**src/logic/ivm_regs.svh**
```systemverilog
`ifndef IVM_REGS_SVH
`define IVM_REGS_SVH

// table geometry
`define IVM_NUM_VEC 40
`define IVM_VNUM_W 6
`define IVM_VADDR_W 8
`define IVM_PIN_COUNT_DEF 48
`define IVM_PINS_MID 40
`define IVM_PINS_MAX 48

// fixed entries
`define IVM_VEC_RESET 6'h00
`define IVM_VEC_NMI 6'h01
`define IVM_VEC_FIRST_MASKABLE 6'h02

// maskable sources
`define IVM_VEC_VOLTAGE_LEVEL_MONITOR 6'h02
`define IVM_VEC_RTC 6'h03
`define IVM_VEC_PERIODIC_TICK 6'h04
`define IVM_VEC_CUSTOM_LOGIC_UNIT 6'h05
`define IVM_VEC_PIN_GROUP_A 6'h06
`define IVM_VEC_WIDE_TIMER_0_OVF 6'h07
`define IVM_VEC_WIDE_TIMER_0_UNF 6'h08
`define IVM_VEC_WIDE_TIMER_0_CMP0 6'h09
`define IVM_VEC_WIDE_TIMER_0_CMP2 6'h0b
`define IVM_VEC_CAPTURE_TIMER_0 6'h0c
`define IVM_VEC_CAPTURE_TIMER_1 6'h0d
`define IVM_VEC_TWO_WIRE_TARGET 6'h0e
`define IVM_VEC_TWO_WIRE_CONTROLLER 6'h0f
`define IVM_VEC_SERIAL_PERIPH_PORT 6'h10
`define IVM_VEC_SERIAL_PORT_0_RX 6'h11
`define IVM_VEC_PIN_GROUP_D 6'h14
`define IVM_VEC_ANALOG_COMPARATOR 6'h15
`define IVM_VEC_ANALOG_CONVERTER_RES 6'h16
`define IVM_VEC_ANALOG_CONVERTER_WIN 6'h17
`define IVM_VEC_PIN_GROUP_C 6'h18
`define IVM_VEC_CAPTURE_TIMER_2 6'h19
`define IVM_VEC_SERIAL_PORT_1_RX 6'h1a
`define IVM_VEC_PIN_GROUP_F 6'h1d
`define IVM_VEC_MEMORY_CONTROLLER 6'h1e
`define IVM_VEC_SERIAL_PORT_2_RX 6'h1f
`define IVM_VEC_PIN_GROUP_B 6'h22
`define IVM_VEC_PIN_GROUP_E 6'h23
`define IVM_VEC_CAPTURE_TIMER_3 6'h24
`define IVM_VEC_SERIAL_PORT_3_RX 6'h25
`define IVM_VEC_LAST 6'h27

// vector addresses of table landmarks
`define IVM_ADDR_PIN_GROUP_A 8'h0c
`define IVM_ADDR_WIDE_TIMER_0_CMP2 8'h16
`define IVM_ADDR_SERIAL_PERIPH_PORT 8'h20
`define IVM_ADDR_SERIAL_PORT_0_RX 8'h22
`define IVM_ADDR_ANALOG_CONVERTER_WIN 8'h2e
`define IVM_ADDR_MEMORY_CONTROLLER 8'h3c
`define IVM_ADDR_SERIAL_PORT_2_RX 8'h3e
`define IVM_ADDR_SERIAL_PORT_2_TXDONE 8'h42
`define IVM_ADDR_PIN_GROUP_B 8'h44
`define IVM_ADDR_SERIAL_PORT_3_RX 8'h4a

// serial port sub-source offsets from the receive vector
`define IVM_SP_EMPTY_OFS 6'h01
`define IVM_SP_TXDONE_OFS 6'h02

`endif

```
**src/logic/ivm_pkg.sv**
```systemverilog
`include "ivm_regs.svh"

package ivm_pkg;

  typedef logic [`IVM_NUM_VEC-1:0] ivm_src_t;
  typedef logic [`IVM_VNUM_W-1:0] ivm_num_t;
  typedef logic [`IVM_VADDR_W-1:0] ivm_addr_t;

  // what the core sees
  typedef struct packed {
    logic req;
    logic nmi;
    ivm_num_t num;
    ivm_addr_t addr;
  } ivm_vec_t;

  typedef enum {
    IVM_BOOT,
    IVM_RUN
  } ivm_state_t;

  // vector n sits at word address 2*n
  function automatic ivm_addr_t ivm_vec_addr(input ivm_num_t n);
    return {1'b0, n, 1'b0};
  endfunction

  // which maskable vectors exist for a pin-count variant
  function automatic ivm_src_t ivm_present_mask(input int pins);
    ivm_src_t m;
    m = '0;
    for (int i = int'(`IVM_VEC_FIRST_MASKABLE); i <= int'(`IVM_VEC_LAST); i++) begin
      if (i == int'(`IVM_VEC_PIN_GROUP_B)) begin
        m[i] = (pins >= `IVM_PINS_MAX);
      end else if (i >= int'(`IVM_VEC_PIN_GROUP_E)) begin
        m[i] = (pins >= `IVM_PINS_MID);
      end else begin
        m[i] = 1'b1;
      end
    end
    return m;
  endfunction

endpackage

```
**src/logic/ivm_flag_bank.sv**
```systemverilog
module ivm_flag_bank #(
  parameter int N = 40,
  parameter logic [N-1:0] PRESENT = '1
) (
  // clock and reset
  input wire logic clk,
  input wire logic rst_n,
  // peripheral side
  input wire logic [N-1:0] setPulse,
  input wire logic [N-1:0] clrPulse,
  input wire logic enWrite,
  input wire logic [N-1:0] enData,
  // state
  output logic [N-1:0] flags,
  output logic [N-1:0] enables
);

  logic [N-1:0] flag_reg;
  logic [N-1:0] flag_next;
  logic [N-1:0] enable_reg;
  logic [N-1:0] enable_next;

  // flag set wins
  // an event in the clearing cycle must survive, so set is or-ed last
  assign flag_next = ((flag_reg & ~clrPulse) | setPulse) & PRESENT;
  assign enable_next = enWrite ? (enData & PRESENT) : enable_reg;

  always_ff @(posedge clk) begin
    if (!rst_n) begin
      flag_reg <= '0;
      enable_reg <= '0;
    end else begin
      flag_reg <= flag_next;
      enable_reg <= enable_next;
    end
  end

  assign flags = flag_reg;
  assign enables = enable_reg;

endmodule

```
**src/logic/ivm_prio_pick.sv**
```systemverilog
module ivm_prio_pick #(
  parameter int N = 40,
  parameter int W = 6
) (
  // candidates
  input wire logic [N-1:0] pending,
  // winner
  output logic valid,
  output logic [W-1:0] idx
);

  // lowest number wins
  // scanning downward lets the last hit, the lowest bit, stand
  always_comb begin
    valid = 1'b0;
    idx = '0;
    for (int i = N - 1; i >= 0; i--) begin
      if (pending[i]) begin
        valid = 1'b1;
        idx = W'(i);
      end
    end
  end

endmodule

```
**src/logic/ivm_vector_map.sv**
```systemverilog
// Contract
// - a peripheral event sets its own flag bit in the flag bank.
// - each source has its own enable bit that software writes to turn it on or off.
// - a source requests only while both its enable and its flag are set.
// - a request stays until its flag is cleared; taking the vector does not drop it.
// - no maskable request reaches the core while the global enable is low.
// - every vector belongs to one source and vector n sits at address 2*n.
// - vector 0 is the reset entry and vector 1 the non-maskable memory check interrupt.
// - vectors 2 to 6 are level monitor, real-time counter, periodic tick, custom logic and pin group a.
// - vectors 7 to 11 are wide timer overflow, split underflow and compare channels 0 to 2.
// - vectors 12 to 16 are capture timers 0 and 1, two-wire target and controller, serial periph port.
// - vectors 17 to 19 are serial port 0 receive, data empty and transmit complete.
// - vectors 20 to 23 are pin group d, comparator, converter result and converter window.
// - vectors 24 to 30 are pin group c, capture timer 2, serial port 1 trio, pin group f, memory ready.
// - vectors 31 to 33 are serial port 2 receive, data empty and transmit complete.
// - vector 34 exists only on the largest variant, vectors 35 and 36 on the 40 and 48 pin variants.
// - vectors 37 to 39 for serial port 3 exist only on the higher pin-count variants.
`include "ivm_regs.svh"

module ivm_vector_map
  import ivm_pkg::*;
#(
  parameter int PIN_COUNT = `IVM_PIN_COUNT_DEF
) (
  // clock and reset
  input wire logic clk,
  input wire logic rst_n,
  // peripheral events and flag clears, one bit per vector
  input wire ivm_pkg::ivm_src_t srcSet,
  input wire ivm_pkg::ivm_src_t srcClear,
  // enable writes
  input wire logic enWrite,
  input wire ivm_pkg::ivm_src_t enData,
  // global enable and memory check fault
  input wire logic globalIrqEnable,
  input wire logic nmiCrc,
  input wire logic nmiClear,
  // core side
  input wire logic vecAck,
  output ivm_pkg::ivm_vec_t irqVec,
  output logic vecTaken,
  // state seen by software through the peripherals
  output ivm_pkg::ivm_src_t flagState,
  output ivm_pkg::ivm_src_t enableState,
  output logic nmiPending
);
  import ivm_pkg::*;

  localparam ivm_src_t PRESENT = ivm_present_mask(PIN_COUNT);

  ivm_state_t state_reg;
  ivm_state_t state_next;
  logic nmi_reg;
  logic nmi_next;
  ivm_vec_t vec_reg;
  ivm_vec_t vec_next;
  logic taken_reg;
  logic taken_next;

  wire ivm_src_t flags;
  wire ivm_src_t enables;
  wire ivm_src_t qualified;
  wire ivm_src_t pending;
  wire logic pickValid;
  wire ivm_num_t pickIdx;
  wire logic bootPending;
  wire logic ackNow;
  wire logic ackBoot;

  ivm_flag_bank #(
    .N(`IVM_NUM_VEC),
    .PRESENT(PRESENT)
  ) flagBank (
    .clk(clk),
    .rst_n(rst_n),
    .setPulse(srcSet),
    .clrPulse(srcClear),
    .enWrite(enWrite),
    .enData(enData),
    .flags(flags),
    .enables(enables)
  );

  // level follows the flag
  // the core's acknowledge is not an input here, so taking a vector cannot drop it
  assign qualified = flags & enables;

  assign bootPending = (state_reg == IVM_BOOT);

  // reset entry and nmi bypass the gate
  assign pending = (qualified & {`IVM_NUM_VEC{globalIrqEnable}})
    | (ivm_src_t'(bootPending) << `IVM_VEC_RESET)
    | (ivm_src_t'(nmi_reg) << `IVM_VEC_NMI);

  ivm_prio_pick #(
    .N(`IVM_NUM_VEC),
    .W(`IVM_VNUM_W)
  ) picker (
    .pending(pending),
    .valid(pickValid),
    .idx(pickIdx)
  );

  assign ackNow = vecAck && vec_reg.req;
  assign ackBoot = ackNow && (vec_reg.num == `IVM_VEC_RESET);

  assign nmi_next = (nmi_reg && !nmiClear) || nmiCrc;

  always_comb begin
    case (state_reg)
      IVM_BOOT: state_next = ackBoot ? IVM_RUN : IVM_BOOT;
      IVM_RUN: state_next = IVM_RUN;
      default: state_next = IVM_BOOT;
    endcase
  end

  // vector presented to the core
  // bit index equals vector number, so the table is the wiring itself
  assign vec_next = '{
    req: pickValid,
    nmi: pickValid && (pickIdx == `IVM_VEC_NMI),
    num: pickIdx,
    addr: ivm_vec_addr(pickIdx)
  };

  assign taken_next = ackNow;

  always_ff @(posedge clk) begin
    if (!rst_n) begin
      state_reg <= IVM_BOOT;
      nmi_reg <= 1'b0;
      vec_reg <= '0;
      taken_reg <= 1'b0;
    end else begin
      state_reg <= state_next;
      nmi_reg <= nmi_next;
      vec_reg <= vec_next;
      taken_reg <= taken_next;
    end
  end

  assign irqVec = vec_reg;
  assign vecTaken = taken_reg;
  assign flagState = flags;
  assign enableState = enables;
  assign nmiPending = nmi_reg;

  // helper for ordering checks
  wire ivm_src_t belowPick = (ivm_src_t'(1) << pickIdx) - ivm_src_t'(1);

  a_flag_sets: assert property (
    @(posedge clk) disable iff (!rst_n)
    |(srcSet & PRESENT) |=> ((flags & $past(srcSet & PRESENT)) == $past(srcSet & PRESENT))
  ) else $error("peripheral event did not set its flag");

  a_enable_write: assert property (
    @(posedge clk) disable iff (!rst_n)
    enWrite |=> (enables == ($past(enData) & PRESENT))
  ) else $error("enable write not taken");

  a_pick_qualified: assert property (
    @(posedge clk) disable iff (!rst_n)
    pickValid && (pickIdx >= `IVM_VEC_FIRST_MASKABLE)
      |-> flags[pickIdx] && enables[pickIdx] && globalIrqEnable
  ) else $error("request without flag, enable and global enable");

  a_req_persists: assert property (
    @(posedge clk) disable iff (!rst_n)
    (|qualified && globalIrqEnable) |=> irqVec.req
  ) else $error("active request dropped while flag still set");

  a_global_gate: assert property (
    @(posedge clk) disable iff (!rst_n)
    !globalIrqEnable |=> !irqVec.req || (irqVec.num < `IVM_VEC_FIRST_MASKABLE)
  ) else $error("maskable request passed a low global enable");

  a_addr_twice: assert property (
    @(posedge clk) disable iff (!rst_n)
    irqVec.req |-> (irqVec.addr[0] == 1'b0) && (irqVec.addr[`IVM_VADDR_W-1:1] == 7'(irqVec.num))
  ) else $error("vector address is not twice its number");

  a_boot_first: assert property (
    @(posedge clk)
    rst_n && !$past(rst_n) |=> irqVec.req && (irqVec.num == `IVM_VEC_RESET) && !irqVec.nmi
  ) else $error("reset entry not presented after reset");

  a_nmi_ungated: assert property (
    @(posedge clk) disable iff (!rst_n)
    nmi_reg && !bootPending |=> irqVec.req && irqVec.nmi && (irqVec.num == `IVM_VEC_NMI)
  ) else $error("memory check interrupt not presented");

  a_sole_source: assert property (
    @(posedge clk) disable iff (!rst_n)
    $onehot(pending) |=> irqVec.req && ((ivm_src_t'(1) << irqVec.num) == $past(pending))
  ) else $error("single source mapped to wrong vector");

  a_absent_silent: assert property (
    @(posedge clk) disable iff (!rst_n)
    (flags & ~PRESENT) == '0
  ) else $error("absent vector raised a flag");

  a_lowest_first: assert property (
    @(posedge clk) disable iff (!rst_n)
    pickValid |-> ((pending & belowPick) == '0) ##1 (irqVec.num == $past(pickIdx))
  ) else $error("a lower pending vector was passed over");

  a_flag_holds: assert property (
    @(posedge clk) disable iff (!rst_n)
    |(flags & ~srcClear) |=> ((flags & $past(flags & ~srcClear)) == $past(flags & ~srcClear))
  ) else $error("flag dropped without a clear");

  a_flag_clears: assert property (
    @(posedge clk) disable iff (!rst_n)
    |(srcClear & ~srcSet) |=> ((flags & $past(srcClear & ~srcSet)) == '0)
  ) else $error("cleared flag still set");

  a_enable_holds: assert property (
    @(posedge clk) disable iff (!rst_n)
    !enWrite |=> $stable(enables)
  ) else $error("enable bits moved without a write");

  a_masked_silent: assert property (
    @(posedge clk) disable iff (!rst_n)
    ((flags & enables) == '0) && !nmi_reg && !bootPending |=> !irqVec.req
  ) else $error("request offered with no enabled flag");

  a_ack_keeps_flag: assert property (
    @(posedge clk) disable iff (!rst_n)
    vecAck && irqVec.req && (irqVec.num >= `IVM_VEC_FIRST_MASKABLE) && flags[irqVec.num] && !srcClear[irqVec.num]
      |=> flags[$past(irqVec.num)]
  ) else $error("taking a vector dropped its flag");

  a_nmi_ack_keeps: assert property (
    @(posedge clk) disable iff (!rst_n)
    vecAck && irqVec.nmi && nmiPending && !nmiClear |=> nmiPending
  ) else $error("taking the nmi vector dropped it");

  a_taken_after_ack: assert property (
    @(posedge clk) disable iff (!rst_n)
    vecAck && irqVec.req |=> vecTaken
  ) else $error("acknowledged vector not reported taken");

  a_taken_only_ack: assert property (
    @(posedge clk) disable iff (!rst_n)
    vecTaken |-> $past(vecAck && irqVec.req)
  ) else $error("taken pulse without an acknowledge");

  a_gate_low_masks: assert property (
    @(posedge clk) disable iff (!rst_n)
    !globalIrqEnable |-> ((pending >> `IVM_VEC_FIRST_MASKABLE) == '0)
  ) else $error("maskable source pending with global enable low");

  a_nmi_sets: assert property (
    @(posedge clk) disable iff (!rst_n)
    nmiCrc |=> nmiPending
  ) else $error("memory check fault did not raise nmi");

  a_nmi_clears: assert property (
    @(posedge clk) disable iff (!rst_n)
    nmiClear && !nmiCrc |=> !nmiPending
  ) else $error("nmi clear not taken");

  a_boot_once: assert property (
    @(posedge clk) disable iff (!rst_n)
    !bootPending |=> !bootPending
  ) else $error("reset entry returned without a reset");

  a_boot_held: assert property (
    @(posedge clk) disable iff (!rst_n)
    bootPending && !ackBoot |=> bootPending
  ) else $error("reset entry retired without its acknowledge");

  a_pin_a_addr: assert property (
    @(posedge clk) disable iff (!rst_n)
    irqVec.req && (irqVec.num == `IVM_VEC_PIN_GROUP_A) |-> (irqVec.addr == `IVM_ADDR_PIN_GROUP_A)
  ) else $error("pin group a vector at wrong address");

  a_timer_cmp2_addr: assert property (
    @(posedge clk) disable iff (!rst_n)
    irqVec.req && (irqVec.num == `IVM_VEC_WIDE_TIMER_0_CMP2) |-> (irqVec.addr == `IVM_ADDR_WIDE_TIMER_0_CMP2)
  ) else $error("wide timer compare 2 vector at wrong address");

  a_periph_port_addr: assert property (
    @(posedge clk) disable iff (!rst_n)
    irqVec.req && (irqVec.num == `IVM_VEC_SERIAL_PERIPH_PORT) |-> (irqVec.addr == `IVM_ADDR_SERIAL_PERIPH_PORT)
  ) else $error("serial periph port vector at wrong address");

  a_port0_rx_addr: assert property (
    @(posedge clk) disable iff (!rst_n)
    irqVec.req && (irqVec.num == `IVM_VEC_SERIAL_PORT_0_RX) |-> (irqVec.addr == `IVM_ADDR_SERIAL_PORT_0_RX)
  ) else $error("serial port 0 receive vector at wrong address");

  a_conv_window_addr: assert property (
    @(posedge clk) disable iff (!rst_n)
    irqVec.req && (irqVec.num == `IVM_VEC_ANALOG_CONVERTER_WIN) |-> (irqVec.addr == `IVM_ADDR_ANALOG_CONVERTER_WIN)
  ) else $error("converter window vector at wrong address");

  a_mem_ready_addr: assert property (
    @(posedge clk) disable iff (!rst_n)
    irqVec.req && (irqVec.num == `IVM_VEC_MEMORY_CONTROLLER) |-> (irqVec.addr == `IVM_ADDR_MEMORY_CONTROLLER)
  ) else $error("memory ready vector at wrong address");

  a_port2_rx_addr: assert property (
    @(posedge clk) disable iff (!rst_n)
    irqVec.req && (irqVec.num == `IVM_VEC_SERIAL_PORT_2_RX) |-> (irqVec.addr == `IVM_ADDR_SERIAL_PORT_2_RX)
  ) else $error("serial port 2 receive vector at wrong address");

  a_port2_tx_addr: assert property (
    @(posedge clk) disable iff (!rst_n)
    irqVec.req && (irqVec.num == (`IVM_VEC_SERIAL_PORT_2_RX + `IVM_SP_TXDONE_OFS))
      |-> (irqVec.addr == `IVM_ADDR_SERIAL_PORT_2_TXDONE)
  ) else $error("serial port 2 transmit vector at wrong address");

  a_pin_b_addr: assert property (
    @(posedge clk) disable iff (!rst_n)
    irqVec.req && (irqVec.num == `IVM_VEC_PIN_GROUP_B) |-> (irqVec.addr == `IVM_ADDR_PIN_GROUP_B)
  ) else $error("pin group b vector at wrong address");

  a_port3_rx_addr: assert property (
    @(posedge clk) disable iff (!rst_n)
    irqVec.req && (irqVec.num == `IVM_VEC_SERIAL_PORT_3_RX) |-> (irqVec.addr == `IVM_ADDR_SERIAL_PORT_3_RX)
  ) else $error("serial port 3 receive vector at wrong address");

  a_group_b_gate: assert property (
    @(posedge clk) disable iff (!rst_n)
    (PIN_COUNT < `IVM_PINS_MAX) |-> !flags[`IVM_VEC_PIN_GROUP_B]
  ) else $error("pin group b flag on a smaller variant");

  a_upper_gate: assert property (
    @(posedge clk) disable iff (!rst_n)
    (PIN_COUNT < `IVM_PINS_MID) |-> (flags[`IVM_VEC_LAST:`IVM_VEC_PIN_GROUP_E] == 5'h00)
  ) else $error("upper vector flag on a small variant");

endmodule

```
**config.mk**
```make
export PLATFORM = sky130hd
export DESIGN_NAME = ivm_vector_map
export DESIGN_NICKNAME = d
export VERILOG_FILES = /design/src/logic/ivm_pkg.sv /design/src/logic/ivm_flag_bank.sv /design/src/logic/ivm_prio_pick.sv /design/src/logic/ivm_vector_map.sv
export VERILOG_INCLUDE_DIRS = /design/src /design/src/logic
export SDC_FILE = /design/constraint.sdc
export NUM_CORES = 1
export LEC_CHECK = 0
export BUFFER_PORTS_ARGS = -buffer_cell sky130_fd_sc_hd__buf_4
export CAP_MARGIN = 20
export CELL_PAD_IN_SITES_DETAIL_PLACEMENT = 0
export CELL_PAD_IN_SITES_GLOBAL_PLACEMENT = 1
export CORE_MARGIN = 1
export CORE_UTILIZATION = 31
export CTS_CLUSTER_DIAMETER = 120
export DETAILED_ROUTE_END_ITERATION = 7
export PLACE_DENSITY = 0.86
export SLEW_MARGIN = 20
export SYNTH_ARGS = -nofsm -noshare
export SYNTH_HDL_FRONTEND = slang
export SYNTH_SLANG_ARGS = --single-unit
```
**constraint.sdc**
```tcl
create_clock -name clk -period 1.74 [get_ports clk]
set_clock_uncertainty 0.15 [all_clocks]
set_input_delay 0.087 -clock clk [delete_from_list [all_inputs] [get_ports clk]]
set_output_delay 0.087 -clock clk [all_outputs]
set_load 0.01 [all_outputs]
```
* Word-level counts from Yosys, hierarchy flattened
Cells that the tools add are included.
** Storage, ports and cells
- Register bits :: 122
- Bits of input ports :: 127
- Output and inout bits :: 98
** Operators by class
- Equality and inequality tests :: 2
- Muxes and demuxes :: 82
- Bitwise operators :: 7
- Reductions and logical operators :: 9
** Operators by type and width (number)
- two-way mux 6 bit :: 40
- AND 40 bit :: 3
- zero test 32 bit :: 2
- case mux 32 bit (2 select lines) :: 1
- two-way mux 1 bit :: 41
- inverter 40 bit :: 1
- OR 40 x 1 -> 40 bit :: 1
- OR 40 x 2 -> 40 bit :: 1
- OR 40 bit :: 1
- equality test 32 x 1 -> 1 bit, second input constant :: 1
- equality test 6 x 1 -> 1 bit, second input constant :: 1
- zero test 6 bit :: 1
- logical AND 1 bit :: 4
- zero test 1 bit :: 1
- logical OR 1 bit :: 1

* Longest topological paths before layout
Gate-level depths: netlist (run 1).
- Depth in word-level cells :: 46
- Mapped depth :: 6

* Modules after synthesis
Synthesis (run 1) repeated with hierarchy kept, for this count alone.
** Second synthesis, totals
- Cells, all modules :: 413
- Area total of the unflattened synthesis :: 3948.8 um2
** By module, submodules not included
- ivm_flag_bank :: times used 1, cells an instance 245, area an instance 2791.4 um2, sequential area each 1521.5 um2
- ivm_vector_map :: times used 1, cells an instance 81, area an instance 661.9 um2, sequential area each 220.2 um2
- ivm_prio_pick :: times used 1, cells an instance 87, area an instance 495.5 um2, sequential area each 0.0 um2

* Least setup slack after synthesis (run 1)
OpenSTA, ideal clock, no wires.
- Kind :: register -> register
- From :: reg flagBank.flag_reg[9] (netlist: flagBank.flags[9])
- To :: reg vec_reg (netlist bit irqVec[15])
- Library setup time :: 0.120 ns
- Arrival :: 1.338 ns
- Path slack :: 0.132 ns
- Cell stages (with the launch flop) :: 7
- Cells stage by stage :: dfxtp_1 -> and2_1 -> o21ai_1 -> a21boi_1 -> and2b_1 -> nand2_1 -> o31a_1
** Between the ends
- Cells in the longest elaborated chain, start to end :: 14
** Ends and longest elaborated chain
- from (decl) :: RTL line ivm_flag_bank.sv:18 : logic [N-1:0] flag_reg;
- from (signal assigned) :: RTL line ivm_flag_bank.sv:33 : flag_reg <= flag_next;
- AND 40 bit :: RTL line ivm_vector_map.sv:86 : assign qualified = flags & enables;
- AND 40 bit :: RTL line ivm_vector_map.sv:91 : assign pending = (qualified & {`IVM_NUM_VEC{globalIrqEnable}})
- OR 40 x 1 -> 40 bit :: RTL line ivm_vector_map.sv:91
- OR 40 x 2 -> 40 bit :: RTL line ivm_vector_map.sv:91
- two-way mux 1 bit (10 in a row) :: RTL line ivm_prio_pick.sv:18 : if (pending[i]) begin
- to (signal assigned) :: RTL line ivm_vector_map.sv:137 : vec_reg <= vec_next;
- to (decl) :: RTL line ivm_vector_map.sv:55 : ivm_vec_t vec_reg;
No other way between the ends.
A chain may end at the register's enable or synchronous reset.

* Worst setup path in the final report (run 1)
- From :: reg flagBank.flag_reg[21] (netlist: flagBank.flags[21])
- To :: reg vec_reg (netlist bit irqVec[1])
** Between the ends
- Cells in the longest elaborated chain, start to end :: 26
** Ends and longest elaborated chain (RTL line)
- AND 40 bit :: ivm_vector_map.sv:86
- AND 40 bit :: ivm_vector_map.sv:91
- OR 40 x 1 -> 40 bit :: ivm_vector_map.sv:91
- OR 40 x 2 -> 40 bit :: ivm_vector_map.sv:91
- two-way mux 6 bit (22 in a row) :: ivm_prio_pick.sv:18
No other way between the ends.

==> flow_summary.yaml, run 1 <==
logic_synthesis:
  syn_area_per_cell_sq_um: 9.52
  number_of_enable_flip_flop_cells_after_synthesis: 0
  synth-seq-area-share: 0.451
  synth.lib_cells_used.distinct: 45
  ys_ff_latch: 87
  synthMuxAreaShare: 0.0984
  synthAdderAreaFrac: 0
  yosysWarningCount: 0
  mappedNetlistArea_sq_mm: 0.00386
  syn-instance-count: 406
  synth-simple-area-share: 0.209
  ys_async_sr_fraction: 0
  synth_compound_gate_area_share: 0.198
  main_combinational_cell_family_by_area_after_synthesis: "simple AND/OR/NAND/NOR gates"
  postSynth.topFlopCell: "dfxtp_1"
  yosys.area_share.xor_xnor: 0
layout:
  final_core_utilization: 0.599
  finalNetCount: 878
  multi_input_comb_area_sq_mm: 0.00201
  flow.area_growth_from_synthesis_pct: 87.1
  seq_area_sq_mm: 0.00175
  final_area_sq_mm: 0.00723
  num_antenna_cells: 0
  final_layout_size_suffix_gt1_frac: 0.361
  layout.filler_cells: 976
global_routing:
  first_pass_grt_wire_length_microns: 21400
  grt.overflow.total: 0
  antenna_found_initial: 0
  track_usage: 0.212
  grt_max_degree: 82
  number_of_global_route_vias_before_repair: 4427
power_and_ir_drop:
  power.density_mw_per_mm2: 707
  cellLeakagePower_nw: 3.36
  vdd.ir_drop.worst_uv: 429
run_status:
  status: "completed"
clock_network:
  cts.root.buffer_cell: "clkbuf_16"
  clkTransAtPathRegs_ns: 0.06
  clk_latency_ns: 0.34
  cts_tree: "yes"
  cts_buffer_depth: 2
  cts.htree.levels: 3
  clock_sink_count: 87
  cts_buffers: 9
route:
  detail_route.wirelength.met1_microns: 5760
  finalWirelength_microns: 13600
  post-route-drc-count: 0
  drt_wl_cell_microns: 14.7
  drt-vias-per-instance: 4.58
  routed-via-count: 4231
  dr_wl_met3_microns: 835
  ant_nets: 0
  detailedRoute.firstIterationViolations: 118
  wl_met2_microns: 6780
  detailedRoute.firstPassIterationCount: 4
  dr.max_layer_used: "met4"
placed_design:
  half_perimeter_wire_length_of_the_detailed_placement_result_microns: 8920
  buffer_ports.inserted: 212
  detailed_place.area_sq_mm: 0.00575
  place_congestion: 0.760
floorplanning:
  placeableCoreArea_sq_mm: 0.0121
  chipHeight_microns: 114
  num_io_pins: 225
  initial_core_util: 0.320
  row_count: 40
  design.die.area_sq_mm: 0.0129
  dieWidth_microns: 114
critical_path:
  crit_path_end_kind: "flop"
  critical_path_class: "flop to flop"
  worstPathArrival_ns: 1.83
  timing.critical_path.required_ns: 1.86
  cp_max_fo: 3
  worst_setup_path_start_kind: "flop"
sta:
  post-route-min-period_ns: 1.70
  drv_slew: 0
  final.period_utilization: 0.979
  max_freq_mhz: 587
  final-setup-viol-count: 0
  grt_setup_unrepaired: "yes"
  finalHoldViolations: 0
job:
  drv_cap: 0
min_path:
  hold_class: "primary input to flop"
## cells in the mapped netlist (2+ instances only)
| master | number | share of area |
|---|---|---|
| dfxtp_1 | 87 | 0.45 |
| nor2b_1 | 82 | 0.13 |
| o21a_1 | 39 | 0.076 |
| mux2i_1 | 38 | 0.098 |
| nand2_1 | 35 | 0.034 |
| buf_4 | 14 | 0.027 |
| o21ai_0 | 14 | 0.018 |
| a21oi_1 | 13 | 0.017 |
| and2_1 | 9 | 0.015 |
| clkbuf_1 | 9 | 0.0087 |
| nand3_1 | 8 | 0.010 |
| a22o_1 | 5 | 0.011 |
| nor2_1 | 5 | 0.0049 |
| a31oi_1 | 4 | 0.0065 |
| a22oi_1 | 3 | 0.0058 |
| a32oi_1 | 3 | 0.0068 |
| buf_2 | 3 | 0.0039 |
| nor3_1 | 3 | 0.0039 |
| a21boi_1 | 2 | 0.0039 |
| a21oi_2 | 2 | 0.0045 |
| a41oi_1 | 2 | 0.0045 |
| and3_1 | 2 | 0.0032 |
| o31ai_1 | 2 | 0.0039 |
## logic make-up after synthesis
family,Yosys count
compound gates,104
buf+inv,29
flops,87
mux,38
simple gates,147
other cells,1
## where the power goes
part	internal, mW	switching (mW)	total (mW)
registers	2.12	0.118	2.23
logic	0.730	0.424	1.15
clock network	0.955	0.768	1.72
## critical path, stage by stage (launching register included)
cell and delay [ns]:
dfxtp_1 0.36, nand2_1 0.09, a32o_1 0.28, a21oi_1 0.22, o21ai_1 0.09, a311o_1 0.32, a31oi_1 0.13
## final cells by class
type / instances / area share
Clock buffer: 11 / 0.0322
Clock inverter: 5 / 0.00346
Inverter: 2 / 0.00104
Multi-Input combinational cell: 295 / 0.278
Sequential cell: 87 / 0.242
Tap cell: 168 / 0.0291
Timing Repair Buffer: 356 / 0.414
## path summary, 6_finish.rpt
check,from,to,slack (ns),depth (start not counted)
worst max register to register,flagBank.flags[21],irqVec[1],0.04,6
worst min-delay path,rst_n,irqVec[2],0.02,5
worst min register to register,irqVec[15],vecTaken,0.36,1
worst max-delay path,flagBank.flags[21],irqVec[1],0.04,6
## layer usage
layer | vias up | global-route usage
met5 | - | 0
met4 | 0 | 0.0649
met3 | 18 | 0.0611
met2 | 144 | 0.378
met1 | 1968 | 0.246
li1 | 2101 | -
## metrics by stage
stage	hold slack, ns	TNS (ns)	power, mW	cells	worst slack [ns]
2_1_floorplan	0.0608	0	2.65	411	0.132
3_3_place_gp	0.146	0	3.16	790	0.00759
3_5_place_dp	0.149	-0.128	3.18	790	-0.108
4_1_cts	0.00850	0	5.12	924	0.00303
5_1_grt	0.0455	-0.128	5.36	924	-0.0975
6_report	0.0187	0	5.11	924	0.0365
## timing repair
action,CTS,global route
endpoints found under the hold margin,80,0
setup buffers,0,0
resized for setup,5,17
pin swaps,1,8
endpoints found under the setup margin,4,6
hold buffers,118,0
## placed cells by master, fill, tap and decap left out, types with 3 or more instances in the layout
master	instances
dfxtp_2	7
dlygate4sd3_1	118
clkbuf_16	9
a31oi_1	4
nand3_1	8
buf_4	236
o21a_1	39
a21oi_2	4
o21ai_1	6
clkinv_2	5
a22o_1	5
o21ai_0	9
dfxtp_1	80
conb_1	6
and2_1	7
nand2_1	35
mux2i_1	38
nor2b_1	82
a21oi_1	11
nor2_1	5
nor3_1	3
a32oi_1	3
Power figures use the tool's default switching activity.
==> inputs of run 2 (changes only) <==
--- a/config.mk
+++ b/config.mk
@@ -12,6 +12,7 @@
 export CELL_PAD_IN_SITES_GLOBAL_PLACEMENT = 1
 export CORE_MARGIN = 1
 export CORE_UTILIZATION = 31
+export CTS_BUF_LIST = sky130_fd_sc_hd__clkbuf_16
 export CTS_CLUSTER_DIAMETER = 120
 export DETAILED_ROUTE_END_ITERATION = 7
 export PLACE_DENSITY = 0.86
==> constraint.sdc (replaced) <==
create_clock -name clk -period 1.77 [get_ports clk]
set_clock_uncertainty 0.15 [all_clocks]
set_input_delay 0.0885 -clock clk [delete_from_list [all_inputs] [get_ports clk]]
set_output_delay 0.0885 -clock clk [all_outputs]
set_load 0.01 [all_outputs]
==> run 2 against run 1 <==
Net effect:
- largest cell class unchanged
- maximum frequency is 2.2% lower
- total power increased by 4.1%
- register-to-register slack is essentially flat
- global-route usage down 0.27 points
- wire length barely moved
- sequential power shrank 2%
- count of clock-buffer cells in the layout shrank 2
- highest routed layer unchanged
- core utilization is 0.13 points higher
==> flow_summary.yaml, run 2 (synthesis results as in run 1) <==
layout:
  mostFrequentLayoutCell: "buf_4"
  layout.cells.most_common_list: "232 x buf_4, 117 x dlygate4sd3_1, 81 x nor2b_1"
  final_layout_size_suffix_gt1_frac: 0.362
  layout.filler_cells: 984
  finalNetCount: 873
  final_area_sq_mm: 0.00725
  flow.area_growth_from_synthesis_pct: 87.6
  num_antenna_cells: 0
  final_core_utilization: 0.601
clock_network:
  clk_latency_ns: 0.34
  clkTransAtPathRegs_ns: 0.06
  cts_tree: "yes"
  cts.htree.levels: 3
  cts_buffer_depth: 2
  clock_sink_count: 87
  cts_buffers: 9
  cts.root.buffer_cell: "clkbuf_16"
route:
  drt_wl_cell_microns: 14.8
  detailedRoute.firstIterationViolations: 93
  routed-via-count: 4221
  drt-vias-per-instance: 4.59
  ant_nets: 0
  finalWirelength_microns: 13600
  post-route-drc-count: 0
  detailedRoute.firstPassIterationCount: 4
sta:
  grt_setup_unrepaired: "yes"
  setup_tns_ns: 0
  drv_slew: 0
  final.period_utilization: 0.985
  final-setup-viol-count: 0
  max_freq_mhz: 574
  finalHoldViolations: 0
  post-route-min-period_ns: 1.74
  fin_ws_ns: 0.0273
min_path:
  worst_hold_path.num_cells: 5
  worstHoldEndpoint: "irqVec[2]"
  hold_class: "primary input to flop"
  holdCritStartpoint: "rst_n"
global_routing:
  grt_max_degree: 82
  grt.overflow.total: 0
  first_pass_grt_wire_length_microns: 21200
  antenna_found_initial: 0
  track_usage: 0.210
  number_of_global_route_vias_before_repair: 4356
critical_path:
  timing.critical_path.required_ns: 1.87
  cp_max_fo: 4
  worstReg2RegStart: "flagBank.enables[6]"
  setup.reg_to_reg.worst_slack_ns: 0.03
  worstPathArrival_ns: 1.84
  timing.reg2reg.worst_path_depth: 6
  critical_path_class: "flop to flop"
  crit_path_end_kind: "flop"
  worst_setup_path_start_kind: "flop"
  regToRegEndpoint: "irqVec[1]"
power_and_ir_drop:
  vdd.ir_drop.worst_uv: 384
  cellLeakagePower_nw: 3.35
  power.density_mw_per_mm2: 734
floorplanning:
  dieWidth_microns: 114
  initial_core_util: 0.320
  chipHeight_microns: 114
  design.die.area_sq_mm: 0.0129
  placeableCoreArea_sq_mm: 0.0121
  num_io_pins: 225
  row_count: 40
job:
  drv_cap: 0
placed_design:
  half_perimeter_wire_length_of_the_detailed_placement_result_microns: 9040
  detailed_place.area_sq_mm: 0.00571
  buffer_ports.inserted: 212
  place_worst_setup_slack_ns: -0.129
  place_congestion: 0.743
run_status:
  status: "completed"
run 2: changes by cell type in the layout (fill, tap and decap cells not counted), sizes merged:
| cell | delta |
|---|---|
| bufinv | +2 |
| clkbuf | -2 |
| clkinv | -2 |
| buf | -4 |
| clkinvlp | +2 |
| dlygate4sd3 | -1 |
run 2: report_power, final:
| part | internal (mW) | total, mW | switching, mW | leakage (nW) |
|---|---|---|---|---|
| clock network | 1.22 | 2.00 | 0.779 | 0.147 |
| registers | 2.08 | 2.19 | 0.114 | 0.724 |
| logic | 0.710 | 1.12 | 0.414 | 2.48 |
| total | 4.01 | 5.32 | 1.31 | 3.35 |
run 2: area by class of cell:
class,count,area (sq um),area share
timing repair buffer,351,2950,0.407
sequential,87,1750,0.242
tap,168,210,0.0290
clock buffer,9,225,0.0311
inverter,2,7.51,0.00104
multi-input combinational,295,2010,0.277
clock inverter,7,87.6,0.0121
run 2: worst max path at each step:
stage	slack, ns	to	from	cells past startpoint
6_report	0.03	irqVec[1]	flagBank.enables[6]	6
2_1_floorplan	0.16	irqVec[15]	flagBank.flags[9]	6
5_1_grt	-0.14	irqVec[1]	flagBank.enables[6]	6
4_1_cts	-0.02	irqVec[1]	flagBank.enables[6]	6
3_5_place_dp	-0.13	irqVec[1]	flagBank.flags[4]	6
3_3_place_gp	-0.04	irqVec[2]	flagBank.flags[38]	6
run 2: repair_timing:
item	4_1_cts	5_1_grt
endpoints found under the setup margin	3	6
pin swaps	3	5
endpoints found under the hold margin	79	0
buffers inserted	1	0
hold buffers	117	0
resized for setup	7	17
cloned	0	0
run 2: stage by stage:
stage	std cells	hold WS (ns)	total power [mW]
2_1_floorplan	411	0.0623	2.61
3_3_place_gp	785	0.147	3.10
3_5_place_dp	785	0.150	3.12
4_1_cts	919	0.0279	5.36
5_1_grt	919	0.0630	5.56
6_report	919	0.0500	5.32
run 2: metal layers:
layer	track usage	share of wire
met5	0	0
met4	0.0789	0.016
met3	0.0446	0.059
met2	0.375	0.50
met1	0.245	0.43
run 2: critical path, stage by stage, from the launching register on:
cell and delay, ns:
dfxtp_2 0.34, a222oi_1 0.34, o21ai_1 0.14, a21oi_1 0.14, o21ai_1 0.09, a311o_1 0.27, a31oi_1 0.17
==> inputs of run 3 (changes only) <==
--- a/config.mk
+++ b/config.mk
@@ -6,16 +6,16 @@
 export SDC_FILE = /design/constraint.sdc
 export NUM_CORES = 1
 export LEC_CHECK = 0
-export BUFFER_PORTS_ARGS = -buffer_cell sky130_fd_sc_hd__buf_4
 export CAP_MARGIN = 20
 export CELL_PAD_IN_SITES_DETAIL_PLACEMENT = 0
 export CELL_PAD_IN_SITES_GLOBAL_PLACEMENT = 1
 export CORE_MARGIN = 1
-export CORE_UTILIZATION = 31
+export CORE_UTILIZATION = 41
 export CTS_BUF_LIST = sky130_fd_sc_hd__clkbuf_16
 export CTS_CLUSTER_DIAMETER = 120
 export DETAILED_ROUTE_END_ITERATION = 7
-export PLACE_DENSITY = 0.86
+export DONT_BUFFER_PORTS = 1
+export PLACE_DENSITY = 0.79
 export SLEW_MARGIN = 20
 export SYNTH_ARGS = -nofsm -noshare
 export SYNTH_HDL_FRONTEND = slang
==> run 3 against run 2 <==
Net effect:
- the run now fails in clock tree synthesis
- area after synthesis unchanged
- synthesized cell count did not move
==> flow_summary.yaml, run 3 <==
logic_synthesis:
  synth.top_cell.area_share: 0.451
  ys_ff_latch: 87
  synth.lib_cells_used.distinct: 45
  syn_area_per_cell_sq_um: 9.52
  ys_async_sr_fraction: 0
  yosysWarningCount: 0
  postSynth.topFlopCell: "dfxtp_1"
  synth_top_area_cell: "dfxtp_1"
  synthTopCellsByCount: "87 x dfxtp_1, 82 x nor2b_1, 39 x o21a_1, 38 x mux2i_1, 35 x nand2_1"
  syn-instance-count: 406
  post-synth-top-count-cell: "dfxtp_1"
  number_of_enable_flip_flop_cells_after_synthesis: 0
  synth-seq-area-share: 0.451
  mappedNetlistArea_sq_mm: 0.00386
  synth.top_cells.by_area: "dfxtp_1 45%, nor2b_1 13%, mux2i_1 9.8%"
clock_network:
  cts.htree.levels: 3
  cts_buffers: 9
  post-cts-setup-buffers: 0
  clock_sink_count: 87
  post_cts_resize_count: 6
  cts.root.buffer_cell: "clkbuf_16"
  cts_buffer_depth: 2
  cts_hold_buffers: 115
placed_design:
  place.detailed.instances: 553
  place_worst_setup_slack_ns: -0.172
  half_perimeter_wire_length_of_the_detailed_placement_result_microns: 6990
  place_congestion: 0.679
  buffer_ports.inserted: 0
floorplanning:
  chipHeight_microns: 99.1
  num_io_pins: 225
  row_count: 35
  dieWidth_microns: 99.1
  initial_core_util: 0.420
run_status:
  stage_where_the_flow_stopped: "clock tree synthesis"
  status: "stopped before the end"
  error_line: "[ERROR RSZ-0060] Max buffer count reached."
==> run 3: cell counts after synthesis <==
No cell type changed its count.
==> run 3: kinds of logic after synthesis <==
family	count (synthesis)	synth area share
compound gates	104	0.198
other cells	1	0.000971
mux	38	0.0984
simple gates	147	0.209
flops	87	0.451
buf+inv	29	0.0427
==> run 3: metrics by stage <==
stage                      util  TNS, ns  cell area, sq um
after detailed placement  0.467   -0.173              4300
after global placement    0.467   -0.189              4300
after floorplan               -        0              3880
==> inputs of run 4 (changes only) <==
--- a/config.mk
+++ b/config.mk
@@ -7,15 +7,11 @@
 export NUM_CORES = 1
 export LEC_CHECK = 0
 export CAP_MARGIN = 20
-export CELL_PAD_IN_SITES_DETAIL_PLACEMENT = 0
-export CELL_PAD_IN_SITES_GLOBAL_PLACEMENT = 1
 export CORE_MARGIN = 1
-export CORE_UTILIZATION = 41
-export CTS_BUF_LIST = sky130_fd_sc_hd__clkbuf_16
-export CTS_CLUSTER_DIAMETER = 120
+export CORE_UTILIZATION = 26
 export DETAILED_ROUTE_END_ITERATION = 7
 export DONT_BUFFER_PORTS = 1
-export PLACE_DENSITY = 0.79
+export PLACE_DENSITY_LB_ADDON = 0.15
 export SLEW_MARGIN = 20
 export SYNTH_ARGS = -nofsm -noshare
 export SYNTH_HDL_FRONTEND = slang
==> run 4 against run 3 <==
Net effect:
- the run again fails in clock tree synthesis
- area after synthesis unchanged
- synthesized cell count did not move
==> flow_summary.yaml, run 4 <==
logic_synthesis:
  yosys.area_share.xor_xnor: 0
  ys_async_sr_fraction: 0
  yosysWarningCount: 0
  synth.top_cells.by_area: "dfxtp_1 45%, nor2b_1 13%, mux2i_1 9.8%"
  post-synth-top-count-cell: "dfxtp_1"
  syn-instance-count: 406
  synth-simple-area-share: 0.209
  synthMuxAreaShare: 0.0984
  synth_top_area_cell: "dfxtp_1"
  number_of_enable_flip_flop_cells_after_synthesis: 0
  main_combinational_cell_family_by_area_after_synthesis: "simple AND/OR/NAND/NOR gates"
  synth.lib_cells_used.distinct: 45
  postSynth.topFlopCell: "dfxtp_1"
  mappedNetlistArea_sq_mm: 0.00386
  synth.top_cell.area_share: 0.451
  ys_ff_latch: 87
  synth-seq-area-share: 0.451
  synth_compound_gate_area_share: 0.198
  synthTopCellsByCount: "87 x dfxtp_1, 82 x nor2b_1, 39 x o21a_1, 38 x mux2i_1, 35 x nand2_1"
  synthAdderAreaFrac: 0
  syn_area_per_cell_sq_um: 9.52
placed_design:
  buffer_ports.inserted: 0
  half_perimeter_wire_length_of_the_detailed_placement_result_microns: 8070
  place_congestion: 0.675
run_status:
  stage_where_the_flow_stopped: "clock tree synthesis"
  error_line: "[ERROR RSZ-0060] Max buffer count reached."
  status: "stopped before the end"
clock_network:
  post_cts_resize_count: 5
  cts.root.buffer_cell: "clkbuf_16"
  cts_buffer_depth: 2
  cts_buffers: 9
  clock_sink_count: 87
  cts_hold_buffers: 133
  post-cts-setup-buffers: 1
  cts.htree.levels: 3
floorplanning:
  initial_core_util: 0.266
  num_io_pins: 225
  row_count: 44
  dieWidth_microns: 124
  chipHeight_microns: 124
## run 4: cell counts after synthesis
No cell type changed its count.
## run 4: cells by family after synthesis
group / after synthesis
buf+inv: 29
compound gates: 104
flops: 87
other cells: 1
mux: 38
simple gates: 147
## run 4: stage by stage
stage | hold slack [ns] | instances | area (sq um) | utilization | setup WS, ns
after detailed placement | 0.0638 | 646 | 4540 | 0.312 | -0.138
after global placement | 0.0643 | 646 | 4540 | 0.312 | -0.0327
after floorplan | 0.0623 | 411 | 3880 | - | 0.162
